`src/rtl/csss_regs.svh`:
```
// Constants for the clock source and start-up selection block.
`ifndef CSSS_REGS_SVH
`define CSSS_REGS_SVH
// ==========================================================
// Register map
`define CSSS_ADDR_W 4
`define CSSS_OFF_TRIM 4'h0
`define CSSS_OFF_STATUS 4'h1
`define CSSS_OFF_CONTROL 4'h2
`define CSSS_CTL_WAKE_BIT 0
`define CSSS_CTL_HALT_BIT 1
// ==========================================================
// Fuse codes
`define CSSS_SEL_EXT_CLK 4'h0
`define CSSS_SEL_IRC_LO 4'h1
`define CSSS_SEL_IRC_HI 4'h4
`define CSSS_SEL_ERC_LO 4'h5
`define CSSS_SEL_ERC_HI 4'h8
`define CSSS_SEL_LF_XTAL 4'h9
`define CSSS_STARTUP_RESERVED 2'h3
`define CSSS_CAL_ADDR 8'h00
// ==========================================================
// Timing counts
`define CSSS_CYC_6 17'h00006
`define CSSS_CYC_18 17'h00012
`define CSSS_CYC_1K 17'h00400
`define CSSS_CYC_32K 17'h08000
`define CSSS_WDT_4K 17'h01000
`define CSSS_WDT_64K 17'h10000
`endif

```
`src/rtl/csss_pkg.sv`:
```
// Types for the clock source and start-up selection block.
package csss_pkg;
  // ==========================================================
  // Selected clock source.
  typedef enum logic [4:0] {
    CSSS_SRC_EXT_CLK = 5'h01,
    CSSS_SRC_IRC = 5'h02,
    CSSS_SRC_ERC = 5'h04,
    CSSS_SRC_LF_XTAL = 5'h08,
    CSSS_SRC_HF_XTAL = 5'h10
  } csss_src_t;
  // Decoded start-up figures.
  typedef struct packed {
    logic reserved;
    logic [16:0] wake_cycles;
    logic [16:0] reset_wdt_cycles;
  } csss_timing_t;
  // Start-up sequencer states.
  typedef enum logic [3:0] {
    CSSS_ST_RESET_WAIT = 4'h1,
    CSSS_ST_SRC_WAIT = 4'h2,
    CSSS_ST_RUN = 4'h4,
    CSSS_ST_HALT = 4'h8
  } csss_state_t;
endpackage : csss_pkg

```
`src/rtl/csss_decode.sv`:
```
// Fuse decoder for clock source and start-up times.
`include "csss_regs.svh"
module csss_decode (
  input wire logic [3:0] clock_source_select,
  input wire logic [1:0] startup_time_select,
  output csss_pkg::csss_src_t src,
  output csss_pkg::csss_timing_t timing
);
  import csss_pkg::*;
  // ==========================================================
  // Source range decode; fuse bits are 0 when programmed.
  wire is_ext = clock_source_select == `CSSS_SEL_EXT_CLK;
  wire is_irc = clock_source_select >= `CSSS_SEL_IRC_LO &&
                clock_source_select <= `CSSS_SEL_IRC_HI;
  wire is_erc = clock_source_select >= `CSSS_SEL_ERC_LO &&
                clock_source_select <= `CSSS_SEL_ERC_HI;
  wire is_lfx = clock_source_select == `CSSS_SEL_LF_XTAL;
  wire startup_res = startup_time_select == `CSSS_STARTUP_RESERVED;
  wire [16:0] rst_by_startup = (startup_time_select == 2'h0) ? 17'h00000 :
                               (startup_time_select == 2'h1) ? `CSSS_WDT_4K : `CSSS_WDT_64K;

  // Source selection.
  assign src = is_ext ? CSSS_SRC_EXT_CLK : is_irc ? CSSS_SRC_IRC :
               is_erc ? CSSS_SRC_ERC : is_lfx ? CSSS_SRC_LF_XTAL : CSSS_SRC_HF_XTAL;

  // Wake and reset delay tables per source.
  always_comb begin
    timing = '0;
    if (is_lfx) begin
      timing.reserved = startup_res;
      timing.wake_cycles = (startup_time_select == 2'h2) ? `CSSS_CYC_32K : `CSSS_CYC_1K;
      timing.reset_wdt_cycles = (startup_time_select == 2'h0) ? `CSSS_WDT_4K : `CSSS_WDT_64K;
    end else if (is_erc) begin
      timing.wake_cycles = startup_res ? `CSSS_CYC_6 : `CSSS_CYC_18;
      timing.reset_wdt_cycles = startup_res ? `CSSS_WDT_4K : rst_by_startup;
    end else if (is_irc || is_ext) begin
      timing.reserved = startup_res;
      timing.wake_cycles = `CSSS_CYC_6;
      timing.reset_wdt_cycles = rst_by_startup;
    end else begin
      timing.reserved = 1'b1;
      timing.wake_cycles = `CSSS_CYC_6;
      timing.reset_wdt_cycles = `CSSS_WDT_64K;
    end
  end
endmodule : csss_decode

```
`src/rtl/csss_counter.sv`:
```
// Down counter used for both start-up delays.
module csss_counter (
  input wire logic clk,
  input wire logic rst,
  input wire logic load,
  input wire logic [16:0] load_value,
  input wire logic tick,
  output logic done
);
  // ==========================================================
  // Count register.
  logic [16:0] cnt_q;
  logic [16:0] cnt_d;
  assign cnt_d = load ? load_value : (tick && cnt_q != 17'h00000) ? cnt_q - 17'h00001 : cnt_q;
  assign done = cnt_q == 17'h00000 && !load;
  // Holds the remaining count.
  always_ff @(posedge clk or posedge rst) begin
    if (rst) begin
      cnt_q <= 17'h00000;
    end else begin
      cnt_q <= cnt_d;
    end
  end
endmodule : csss_counter

```
`src/rtl/csss_top.sv`:
```
// Clock source selection, start-up sequencing and oscillator trim.
`include "csss_regs.svh"
module csss_top (
  input wire logic clk,
  input wire logic rst,
  input wire logic [3:0] clock_source_select,
  input wire logic [1:0] startup_time_select,
  input wire logic wdt_osc_tick,
  input wire logic src_clk_tick,
  input wire logic wake_request,
  input wire logic [7:0] cal_byte,
  input wire logic [3:0] reg_addr,
  input wire logic [7:0] reg_wdata,
  input wire logic reg_write,
  input wire logic reg_read,
  output logic [7:0] reg_rdata,
  output logic [7:0] trim_value,
  output logic [7:0] cal_read_addr,
  output logic cpu_run,
  output logic fuse_reserved,
  output csss_pkg::csss_src_t clock_source,
  output logic [2:0] clk_mux_sel,
  output logic [1:0] erc_range,
  output logic [1:0] irc_freq_sel,
  output logic crystal_pins_free
);
  import csss_pkg::*;
  // ==========================================================
  // Fuse decode.
  csss_timing_t timing;
  csss_src_t src;
  csss_decode u_decode (
    .clock_source_select(clock_source_select),
    .startup_time_select(startup_time_select),
    .src(src),
    .timing(timing)
  );

  // Fixed outputs derived from the fuses.
  assign clock_source = src;
  assign fuse_reserved = timing.reserved;
  assign clk_mux_sel = (src == CSSS_SRC_EXT_CLK) ? 3'h0 :
                       (src == CSSS_SRC_IRC) ? 3'h1 :
                       (src == CSSS_SRC_ERC) ? 3'h2 :
                       (src == CSSS_SRC_LF_XTAL) ? 3'h3 : 3'h4;
  assign erc_range = 2'(clock_source_select - `CSSS_SEL_ERC_LO);
  assign irc_freq_sel = 2'(clock_source_select - `CSSS_SEL_IRC_LO);
  assign crystal_pins_free = src == CSSS_SRC_IRC;
  assign cal_read_addr = `CSSS_CAL_ADDR;

  // ==========================================================
  // Start-up sequencer.
  csss_state_t state_q;
  csss_state_t state_d;
  logic in_reset_q;
  logic wdt_load;
  logic src_load;
  logic wdt_done;
  logic src_done;
  logic ctl_wake;
  logic ctl_halt_q;

  csss_counter u_wdt_cnt (
    .clk(clk),
    .rst(rst),
    .load(wdt_load),
    .load_value(timing.reset_wdt_cycles),
    .tick(wdt_osc_tick),
    .done(wdt_done)
  );

  csss_counter u_src_cnt (
    .clk(clk),
    .rst(rst),
    .load(src_load),
    .load_value(timing.wake_cycles),
    .tick(src_clk_tick),
    .done(src_done)
  );

  // Loads happen on leaving reset, when the reset wait ends and on a wake from a halted state.
  assign wdt_load = in_reset_q;
  assign src_load = (state_q == CSSS_ST_RESET_WAIT && wdt_done) ||
                    (state_q == CSSS_ST_HALT && (wake_request || ctl_wake));

  // Next state decode.
  always_comb begin
    state_d = state_q;
    unique case (state_q)
      CSSS_ST_RESET_WAIT: begin
        if (!in_reset_q && wdt_done) begin
          state_d = CSSS_ST_SRC_WAIT;
        end
      end
      CSSS_ST_SRC_WAIT: begin
        if (src_done) begin
          state_d = CSSS_ST_RUN;
        end
      end
      CSSS_ST_RUN: begin
        if (ctl_halt_q) begin
          state_d = CSSS_ST_HALT;
        end
      end
      CSSS_ST_HALT: begin
        if (wake_request || ctl_wake) begin
          state_d = CSSS_ST_SRC_WAIT;
        end
      end
      default: begin
        state_d = CSSS_ST_RESET_WAIT;
      end
    endcase
  end

  // State register; first cycle after reset loads the watchdog count.
  always_ff @(posedge clk or posedge rst) begin
    if (rst) begin
      state_q <= CSSS_ST_RESET_WAIT;
      in_reset_q <= 1'b1;
    end else begin
      state_q <= state_d;
      in_reset_q <= 1'b0;
    end
  end

  assign cpu_run = state_q == CSSS_ST_RUN;

  // ==========================================================
  // Register port.
  logic [7:0] trim_q;
  logic [7:0] trim_d;
  logic [7:0] rdata_q;
  logic [7:0] rdata_d;
  logic cal_pending_q;
  wire wr_trim = reg_write && reg_addr == `CSSS_OFF_TRIM;
  wire wr_ctl = reg_write && reg_addr == `CSSS_OFF_CONTROL;
  assign ctl_wake = wr_ctl && reg_wdata[`CSSS_CTL_WAKE_BIT];
  wire ctl_halt = wr_ctl && reg_wdata[`CSSS_CTL_HALT_BIT] && state_q == CSSS_ST_RUN;

  // Trim follows a software write, else the calibration byte just after reset.
  assign trim_d = wr_trim ? reg_wdata : cal_pending_q ? cal_byte : trim_q;
  assign rdata_d = !reg_read ? 8'h00 :
                   (reg_addr == `CSSS_OFF_TRIM) ? trim_q :
                   (reg_addr == `CSSS_OFF_STATUS) ? {3'h0, fuse_reserved, state_q} :
                   8'h00;

  // Trim register, read data and halt request.
  always_ff @(posedge clk or posedge rst) begin
    if (rst) begin
      trim_q <= 8'h00;
      cal_pending_q <= 1'b1;
      rdata_q <= 8'h00;
      ctl_halt_q <= 1'b0;
    end else begin
      trim_q <= trim_d;
      cal_pending_q <= 1'b0;
      rdata_q <= rdata_d;
      ctl_halt_q <= ctl_halt;
    end
  end

  // The trim drives the oscillator directly; higher code is faster.
  assign trim_value = trim_q;
  assign reg_rdata = rdata_q;
endmodule : csss_top

```
`config.mk`:
```
export PLATFORM = sky130hd
export DESIGN_NAME = csss_top
export DESIGN_NICKNAME = d
export VERILOG_FILES = /design/src/rtl/csss_pkg.sv /design/src/rtl/csss_decode.sv /design/src/rtl/csss_counter.sv /design/src/rtl/csss_top.sv
export VERILOG_INCLUDE_DIRS = /design/src /design/src/rtl
export SDC_FILE = /design/constraint.sdc
export NUM_CORES = 1
export LEC_CHECK = 0
export BUFFER_PORTS_ARGS = -buffer_cell sky130_fd_sc_hd__buf_4
export CORE_UTILIZATION = 25
export DETAILED_ROUTE_END_ITERATION = 10
export GPL_ROUTABILITY_DRIVEN = 0
export SYNTH_ARGS = -nofsm -noshare
export SYNTH_HDL_FRONTEND = slang
export SYNTH_SLANG_ARGS = --single-unit
```
`constraint.sdc`:
```
create_clock -name clk -period 5.9 [get_ports clk]
set_clock_uncertainty 0.1 [all_clocks]
set_input_delay 0.885 -clock clk [delete_from_list [all_inputs] [get_ports clk]]
set_output_delay 0.885 -clock clk [all_outputs]
set_load 0.05 [all_outputs]
```
After elaboration in Yosys (flattened, before gate mapping)
Index checks and enable logic that the tools add are counted.
Widths: inputs -> output; s select.
{"block": "totals", "output_inout_bits": 39, "ramBits": 0, "mem_count": 0, "latchBits": 0, "in_bits": 33, "rom_bits": 0, "reg_bits": 56, "word_cells": 95}
{"block": "classes", "reduce_logical": 30, "n_lt_le_gt_ge": 4, "bitwise_logic": 0, "shifts": 0, "div_mod_pow": 0, "mul": 0, "eq_ne": 18, "mux": 32, "add_sub_neg": 4}
{"operator": "$mux 17", "count": 8}
{"operator": "$mux 35", "count": 2}
{"operator": "$logic_not 17->1", "count": 2}
{"operator": "$mux 34", "count": 1}
{"operator": "$reduce_bool 17->1", "count": 2}
{"operator": "$sub 17x1->17 const B", "count": 2}
{"operator": "$mux 8", "count": 4}
{"operator": "$mux 5", "count": 6}
{"operator": "$mux 16", "count": 1}
{"operator": "$mux 4", "count": 4}
{"operator": "$pmux 4 s4", "count": 1}
{"operator": "$logic_and 1x1->1", "count": 14}
{"operator": "$mux 3", "count": 4}
{"operator": "$eq 4x1->1 const B", "count": 2}
{"operator": "$eq 4x2->1 const B", "count": 2}
{"operator": "$eq 4x4->1 const B", "count": 2}
{"operator": "$logic_not 4->1", "count": 2}
{"operator": "$ne 2x1->1 const B", "count": 3}
{"operator": "$reduce_bool 2->1", "count": 3}
{"operator": "$eq 5x1->1 const B", "count": 1}
{"operator": "$eq 5x2->1 const B", "count": 1}
{"operator": "$eq 5x3->1 const B", "count": 1}
{"operator": "$eq 5x4->1 const B", "count": 1}
{"operator": "$eq 2x2->1 const B", "count": 2}
{"operator": "13 further kinds", "count": 17}

Depth between registers and ports, before layout
Gate-level depths: netlist (run 1).
{"block": "logic_depth", "depth_word": 10, "mapped_depth": 9, "depth_no_buf": 7}

Cells and area by module
A second synthesis (run 1) with hierarchy kept.
{"block": "unflattened", "cells_unflattened": 439, "hier_area_um2": 4002.6}
{"mod": "csss_counter", "instances": 2, "cells_per_inst": 135, "area_each_um2": 1168.6, "seq_area_each_um2": 425.4}
{"mod": "csss_top", "instances": 1, "cells_per_inst": 113, "area_each_um2": 1261.2, "seq_area_each_um2": 553.0}
{"mod": "csss_decode", "instances": 1, "cells_per_inst": 56, "area_each_um2": 404.1, "seq_area_each_um2": 0.0}

Worst setup path after synthesis (run 1)
No wires, ideal clock.
{"block": "synth_path", "path_kind": "input to output", "from": "in clock_source_select[0]", "to": "out clk_mux_sel[1]", "cell_stages": 6, "arrival_ps": 3003, "slack_ps": 1912, "path_buffers": 1, "required_time_ps": 4915, "cell_sequence": "inv_1 -> ha_1 -> clkbuf_1 -> nand2_1 -> o22ai_1 -> or2_2"}
{"block": "synth_via", "elab_chain_cells": 10, "word_cells_on_any_way": 20, "classes_between": "order compare (4); eq/ne (5); mux (8); reduce/logical (3)"}
{"item": "start: declaration", "line": "csss_top.sv:6", "rtl": "input wire logic [3:0] clock_source_select,"}
{"item": "$ge 4x3->1 (no line) / $le 4x4->1 (equally long branches)"}
{"item": "$logic_and 1x1->1 (no line)"}
{"item": "$mux 5", "line": "csss_decode.sv:24", "rtl": "is_erc ? CSSS_SRC_ERC : is_lfx ? CSSS_SRC_LF_XTAL : CSSS_SRC_HF_XTAL;"}
{"item": "$mux 5", "line": "csss_decode.sv:23", "rtl": "assign src = is_ext ? CSSS_SRC_EXT_CLK : is_irc ? CSSS_SRC_IRC :"}
{"item": "$mux 5 (*)", "line": "csss_decode.sv:23"}
{"item": "net clock_source[2]", "line": "csss_top.sv:21", "rtl": "output csss_pkg::csss_src_t clock_source,"}
{"item": "$eq 5x4->1", "line": "csss_top.sv:45", "rtl": "(src == CSSS_SRC_LF_XTAL) ? 3'h3 : 3'h4;"}
{"item": "$mux 3", "line": "csss_top.sv:45"}
{"item": "$mux 3", "line": "csss_top.sv:44", "rtl": "(src == CSSS_SRC_ERC) ? 3'h2 :"}
{"item": "$mux 3", "line": "csss_top.sv:43", "rtl": "(src == CSSS_SRC_IRC) ? 3'h1 :"}
{"item": "$mux 3 (*)", "line": "csss_top.sv:42", "rtl": "assign clk_mux_sel = (src == CSSS_SRC_EXT_CLK) ? 3'h0 :"}
{"item": "end: declaration", "line": "csss_top.sv:22", "rtl": "output logic [2:0] clk_mux_sel,"}
The timed path passes the listed nets; every way through them passes the cells marked *.

Final worst setup path (run 1)
{"block": "layout_path", "from": "reg u_wdt_cnt.cnt_q[0]", "to": "reg u_src_cnt.cnt_q[15]"}
{"block": "layout_via", "elab_chain_cells": 5, "word_cells_on_any_way": 6, "classes_between": "mux (1); reduce/logical (5)"}
{"item": "start: declaration", "line": "csss_counter.sv:12", "rtl": "logic [16:0] cnt_q;"}
{"item": "start signal: assignment", "line": "csss_counter.sv:21", "rtl": "cnt_q <= cnt_d;"}
{"item": "$logic_not 17->1 (*)", "line": "csss_counter.sv:15", "rtl": "assign done = cnt_q == 17'h00000 && !load;"}
{"item": "$logic_and 1x1->1 (*)", "line": "csss_counter.sv:15"}
{"item": "$logic_and 1x1->1 (*)", "line": "csss_top.sv:83", "rtl": "assign src_load = (state_q == CSSS_ST_RESET_WAIT && wdt_done) ||"}
{"item": "$logic_or 1x1->1 (*)", "line": "csss_top.sv:83"}
{"item": "$mux 17 / $reduce_bool 2->1 (equally long branches)"}
{"item": "end signal: assignment", "line": "csss_counter.sv:21"}
{"item": "end: declaration", "line": "csss_counter.sv:12"}
Mark *: on every way between the ends. The rest lies on a longest branch, timed or not.
A chain may end at the register's enable or synchronous reset.

==> results of run 1 <==
critical path, stage by stage (launching register included):
cell	delay, ps
dfrtp_1	380
inv_1	120
ha_1	210
or4b_2	600
or4_1	740
or4b_4	630
a21oi_4	490
mux2_1	370
Yosys cell counts, types with 2 or more instances:
cell,instances
nand2_1,16
buf_4,12
o21a_1,4
nor3b_1,3
nor4_1,5
nor2b_1,5
nand4_1,11
o21ai_0,5
and2_1,6
a31o_2,2
nand2b_1,3
dfstp_2,2
or4b_2,2
nor4b_1,3
xor2_1,25
xnor2_1,3
clkbuf_1,15
ha_1,5
mux2i_1,18
nand3b_1,4
a311oi_1,2
inv_1,13
or4_1,5
o22ai_1,2
or4bb_1,2
and3_1,2
nor2_1,61
dfrtp_1,54
nand3_1,12
a21oi_1,19
nand4b_1,3
nor3_1,9
final cells by class:
type	count	area (sq um)
inverters	13	48.80
well taps	168	210.2
flip-flops and latches	56	1404
fillers	1304	8313
clock inverters	2	12.51
multi-input cells	258	1618
clock buffers	5	125.1
repair buffers	64	480.5
registers in the layout (all words and copies together), names as in the netlist:
register         count
reg_rdata            8
u_wdt_cnt.cnt_q     17
state_q              4
u_src_cnt.cnt_q     17
cal_pending_q        1
trim_value           8
ctl_halt_q           1
power groups by stage:
stage	Sequential, W	Combinational [W]	Clock (W)
after floorplan	0.000565	0.000340	0
after global placement	0.000560	0.000438	0
after detailed placement	0.000565	0.000449	0
after CTS	0.000560	0.000453	0.000294
after global routing	0.000576	0.000507	0.000307
final	0.000561	0.000451	0.000287
metal layers:
metal	vias to the layer above	GRT usage, %
met1	1262	14.54
met5	-	0
met3	6	2.056
met4	0	2.424
met2	70	18.88
li1	1273	-
stage by stage:
step	hold slack [ps]	instance area, sq um
2_1_floorplan	390.2	3222
3_3_place_gp	393.2	3761
3_5_place_dp	401.6	3761
4_1_cts	413.7	3899
5_1_grt	444.4	3899
6_report	411.0	3899
worst paths after layout:
| check | start | endpoint | slack, ps |
|---|---|---|---|
| setup reg to reg | u_wdt_cnt.cnt_q[0]$_DFFE_PP0P_ | u_src_cnt.cnt_q[15]$_DFFE_PP0P_ | 2150 |
| hold reg to reg | u_src_cnt.cnt_q[16]$_DFFE_PP0P_ | u_src_cnt.cnt_q[16]$_DFFE_PP0P_ | 410 |
| setup / recovery | u_wdt_cnt.cnt_q[0]$_DFFE_PP0P_ | u_src_cnt.cnt_q[15]$_DFFE_PP0P_ | 2150 |
| min in group asynchronous | rst | u_wdt_cnt.cnt_q[15]$_DFFE_PP0P_ | 690 |
| hold / removal | u_src_cnt.cnt_q[16]$_DFFE_PP0P_ | u_src_cnt.cnt_q[16]$_DFFE_PP0P_ | 410 |
| max in group asynchronous | rst | reg_rdata[4]$_DFF_PP0_ | 4550 |
kinds of logic after synthesis:
kind of cell,Yosys count
AND/OR/NAND/NOR,156
XOR/XNOR,28
AO/OA/AOI/OAI,40
adder cells (fa/ha/maj),5
buffers and inverters,41
multiplexers,20
other,1
flip-flops,56
==> out/metrics.cfg, run 1 <==
[route]
route.detailed.drc=0
routed-wl-met3_microns=273
drt_pass1_iterations=4
routed_wire_length_per_instance_microns=12.19
routed_wirelength_microns=6898
drt-met1-wl_microns=3147
met2_wirelength_microns=3424
maxUsedRoutingLayer=met4
ant_nets=0
vias_per_cell=4.613
detailroute.via_count=2611
drt_iter0_drc=159

[placed_design]
dp_slack_ps=2155
instance_count_after_placement_with_tap_cells_included=559
dp_hpwl_microns=4970
port_buffers=63

[pwr]
internal_power_w=0.0008080
swShare_pct=37.79
fin_total_pwr_w=0.001299
power_switching_w=0.0004909
vdd_ir_drop_max_mv=0.1421
p_comb_share_pct=34.8
static-leakage-power_nw=1.806
power_frac_seq_pct=43.2
p_clk_share_pct=22.1
cellPowerDensity_nw_per_um2=333.2

[sta]
unrepaired_setup_endpoints_after_global_routing=no
worstMarginPinSlew_ps=887.4
post-route-worst-setup-slack_ps=2152
final.min_clock_period_ps=3748
final.setup.tns_ps=0
slew_viol_final=0
finalCritPeriodShare_pct=63.53
timing.fmax_ghz=0.2668
relSlewSlack_pct=40.30
report.final.setup_viol=0
timing_hold_violations_final=0

[logic_synthesis]
synth-simple-area-share_pct=25.68
synth_largest_area_cell=dfrtp_1
compound_cell_area_share_of_the_yosys_netlist_pct=7.958
ys_top_cells_by_area=dfrtp_1 42%, nor2_1 7.2%, xor2_1 6.9%
mappedNetlistArea_sq_um=3192
yosys_most_used_dff=dfrtp_1
synth_seq_cells=56
yosys_warnings=0
synth.lib_cells_used.distinct=46
synth_edf_count=0
synthCells=347
synth-xor-area-share_pct=7.683
largest_family_of_logic_cells_by_synthesized_area=simple AND/OR/NAND/NOR gates
post_synth_fa_ha_maj_area_fraction_pct=1.960
synth.yosys.seq_area_share_pct=43.98
post-synth-top-area-fraction_pct=42.34
synth_mux_area_share_pct=6.350
syn_avg_cell_area_sq_um=9.198
synth_async_sr_flop_share_pct=100.0

[floorplanning]
initial_utilization_pct=26.14
num_rows=40
boundaryPins=72
die_outline_area_sq_um=13220
floorplan.core_area_sq_um=12210
die_h_microns=115.0
chipWidth_microns=115.0

[cells_and_area]
most-common-layout-cells=64 x buf_4, 61 x nor2_1, 54 x dfrtp_1
share_of_layout_cells_above_drive_strength_1_pct=20.60
finalNetCount=436
area.growth.synth_to_final_pct=22.15
layout.cells.most_common=buf_4
antenna-diode-count=0
fin_cells=566
post-route-util_pct=31.93

[clocking]
clkTransAtPathRegs_ps=70
holdBufCountCts=0
post-cts-setup-buffers=0
worstSkewPairLatency_ps=290
htreeDepth=2
cts-buffers-inserted=5
cts_max_path_buffers=2
post_cts_resize_count=0
tritoncts=built
cts_root_buffer=clkbuf_16
cts_num_sinks=56

[grt]
track_usage_pct=11.06
grt_start_max_net_pins=57
antenna_violations_before_repair=0
grt_pass1_vias=2599
grt_first_pass_wirelength_microns=12100
grt_overflow_total=0

[worst_hold_path]
hold_path.class=reg2reg
hold_path_depth=2

[critical_path]
cp_data_required_time_ps=5970
cp-end-kind=flop
critPathLaunchType=flop
cp_max_fo=18
worst-endpoint-arrival_ps=3820
r2r_cells=7
crit_type=reg2reg

[status]
status=complete, no violations

[job]
maxCapViolCount=0

Note: power is estimated with default switching activity, not from simulation.
==> inputs of run 2 (changes only) <==
Clock period 5.9 ns to 3.47 ns, I/O delays scaled along.
==> out/metrics.cfg, run 2 (same netlist as run 1, synthesis figures left out) <==
[status]
status=complete, no violations

[sta]
slew_viol_final=0  ; unchanged
relSlewSlack_pct=39.54  ; -0.76 points
final.setup.tns_ps=0  ; unchanged
worstMarginPinSlew_ps=898.7  ; +11.31 ps
unrepaired_setup_endpoints_after_global_routing=no
timing.fmax_ghz=0.3208  ; +20%
report.final.setup_viol=0  ; unchanged
timing_hold_violations_final=0  ; unchanged
finalCritPeriodShare_pct=89.84  ; +26 points
final.min_clock_period_ps=3118  ; -630.8 ps

[cells_and_area]
finalNetCount=442  ; +1.4%
share_of_layout_cells_above_drive_strength_1_pct=21.98  ; +1.4 points
layout_top_registers=u_src_cnt.cnt_q: 17 flops, u_wdt_cnt.cnt_q: 17 flops
antenna-diode-count=0  ; unchanged
layout.cells.most_common=buf_4
most-common-layout-cells=70 x buf_4, 61 x nor2_1, 54 x dfrtp_1
area.growth.synth_to_final_pct=24.23
design_area_sq_um=3965  ; +1.7%

[floorplanning]
chipWidth_microns=115.0  ; unchanged
initial_utilization_pct=26.14  ; unchanged
die_outline_area_sq_um=13220  ; unchanged
boundaryPins=72  ; unchanged
num_rows=40  ; unchanged
die_h_microns=115.0  ; unchanged
floorplan.core_area_sq_um=12210  ; unchanged

[grt]
grt_pass1_vias=2557  ; -1.6%
grt_start_max_net_pins=39  ; -32%
grt_first_pass_wirelength_microns=11900  ; -1.7%
gr-usage-met2_pct=17.95  ; -0.92 points
grt_util_met3_pct=2.109  ; +0.053 points
grt_overflow_total=0  ; unchanged
antenna_violations_before_repair=0  ; unchanged
track_usage_pct=11.08  ; +0.020 points
met1_resource_use_gr_pct=15.28  ; +0.75 points
grt-busiest-layer=met2

[clocking]
post-cts-setup-buffers=0  ; unchanged
tritoncts=built
cts_num_sinks=56  ; unchanged
cts_max_path_buffers=2  ; unchanged
post_cts_resize_count=0  ; unchanged
cts_root_buffer=clkbuf_16
clkTransAtPathRegs_ps=80  ; about the same
htreeDepth=2  ; unchanged
holdBufCountCts=0  ; unchanged
cts-buffers-inserted=5  ; unchanged
worstSkewPairLatency_ps=300  ; about the same

[critical_path]
cp-end-kind=flop
r2r_cells=8  ; +1
worst_r2r_endpoint=u_src_cnt.cnt_q[1]$_DFFE_PP0P_
critical_path.slowest_cell=or4b_2
critPathLaunchType=flop
crit_type=reg2reg
crit_chain=inv_1 > ha_1 > or4b_2 > or4_1 > or4b_4 > a21oi_4 > buf_4 > mux2i_1
startpoint_of_the_lowest_slack_register_to_register_path=u_wdt_cnt.cnt_q[0]$_DFFE_PP0P_
timing.reg2reg.setup_slack_ps=350  ; -1800 ps
worst-endpoint-arrival_ps=3230  ; -590 ps
critical_path.max_stage_delay_ps=580  ; -160 ps
cp_data_required_time_ps=3590  ; -2380 ps
cp_max_fo=7  ; -11

[route]
detailroute.via_count=2575  ; -1.4%
routed_wirelength_microns=6826  ; -1.0%
drt_iter0_drc=167  ; +5.0%
vias_per_cell=4.494  ; -2.6%
route.detailed.drc=0  ; unchanged
drt_pass1_iterations=4  ; unchanged
routed_wire_length_per_instance_microns=11.91  ; -2.3%
ant_nets=0  ; unchanged

[pwr]
vdd_ir_drop_max_mv=0.2524  ; +78%
static-leakage-power_nw=1.847  ; +2.3%
cellPowerDensity_nw_per_um2=572.5  ; +72%

[placed_design]
port_buffers=63  ; unchanged
placedInstanceArea_sq_um=3806  ; +1.2%
dp_hpwl_microns=5046  ; +1.5%

[job]
maxCapViolCount=0  ; unchanged

[worst_hold_path]
hold_path.class=in2async

run 2: layout make-up:
class / count / area (sq um)
repair buffers: 70 / 525.5
well taps: 168 / 210.2
clock buffers: 5 / 125.1
clock inverters: 3 / 33.78
fillers: 1302 / 8247
flip-flops and latches: 56 / 1404
multi-input cells: 258 / 1618
inverters: 13 / 48.80
run 2: worst max-delay path by stage:
stage	to	slack, ps	startpoint
6_report	u_src_cnt.cnt_q[1]$_DFFE_PP0P_	350	u_wdt_cnt.cnt_q[0]$_DFFE_PP0P_
5_1_grt	u_src_cnt.cnt_q[4]$_DFFE_PP0P_	220	u_wdt_cnt.cnt_q[0]$_DFFE_PP0P_
4_1_cts	u_src_cnt.cnt_q[1]$_DFFE_PP0P_	330	u_wdt_cnt.cnt_q[0]$_DFFE_PP0P_
3_5_place_dp	u_src_cnt.cnt_q[1]$_DFFE_PP0P_	390	u_wdt_cnt.cnt_q[0]$_DFFE_PP0P_
3_3_place_gp	u_src_cnt.cnt_q[15]$_DFFE_PP0P_	410	u_wdt_cnt.cnt_q[0]$_DFFE_PP0P_
2_1_floorplan	clk_mux_sel[1]	210	clock_source_select[0]
run 2: report_power, final:
part / total (W) / switching, W / internal (W) / leakage, nW
clock network: 0.000534 / 0.000255 / 0.000278 / 0.0772
logic: 0.000782 / 0.000454 / 0.000327 / 1.05
registers: 0.000955 / 0.000158 / 0.000797 / 0.722
total: 0.00227 / 0.000868 / 0.00140 / 1.85
run 2: metal layers:
metal	part of all wire, %	up-vias
li1	-	1291
met1	49	1197
met2	46	81
met3	4.2	6
met4	0.81	0
met5	0	-
run 2: critical path: cells and delay by family, from the launching register on:
family | cells | cell delay (ps)
AO/OA/AOI/OAI | 1 | 190
adder cells (fa/ha/maj) | 1 | 200
buffers and inverters | 2 | 300
flip-flops | 1 | 400
multiplexers | 1 | 190
AND/OR/NAND/NOR | 3 | 1660
run 2: metrics by stage:
stage               std cells  util (%)  setup WS (ps)  total power [W]  hold slack, ps
CTS                       573     32.47          334.0         0.002281           311.5
detailed placement        565     31.17          391.1         0.001742           402.1
finish                    573     32.47          352.4         0.002270           276.7
global placement          565     31.17          407.1         0.001720           393.6
global route              573     32.47          219.2         0.002433           358.3
floorplan                 355         -          211.0         0.001538           390.2
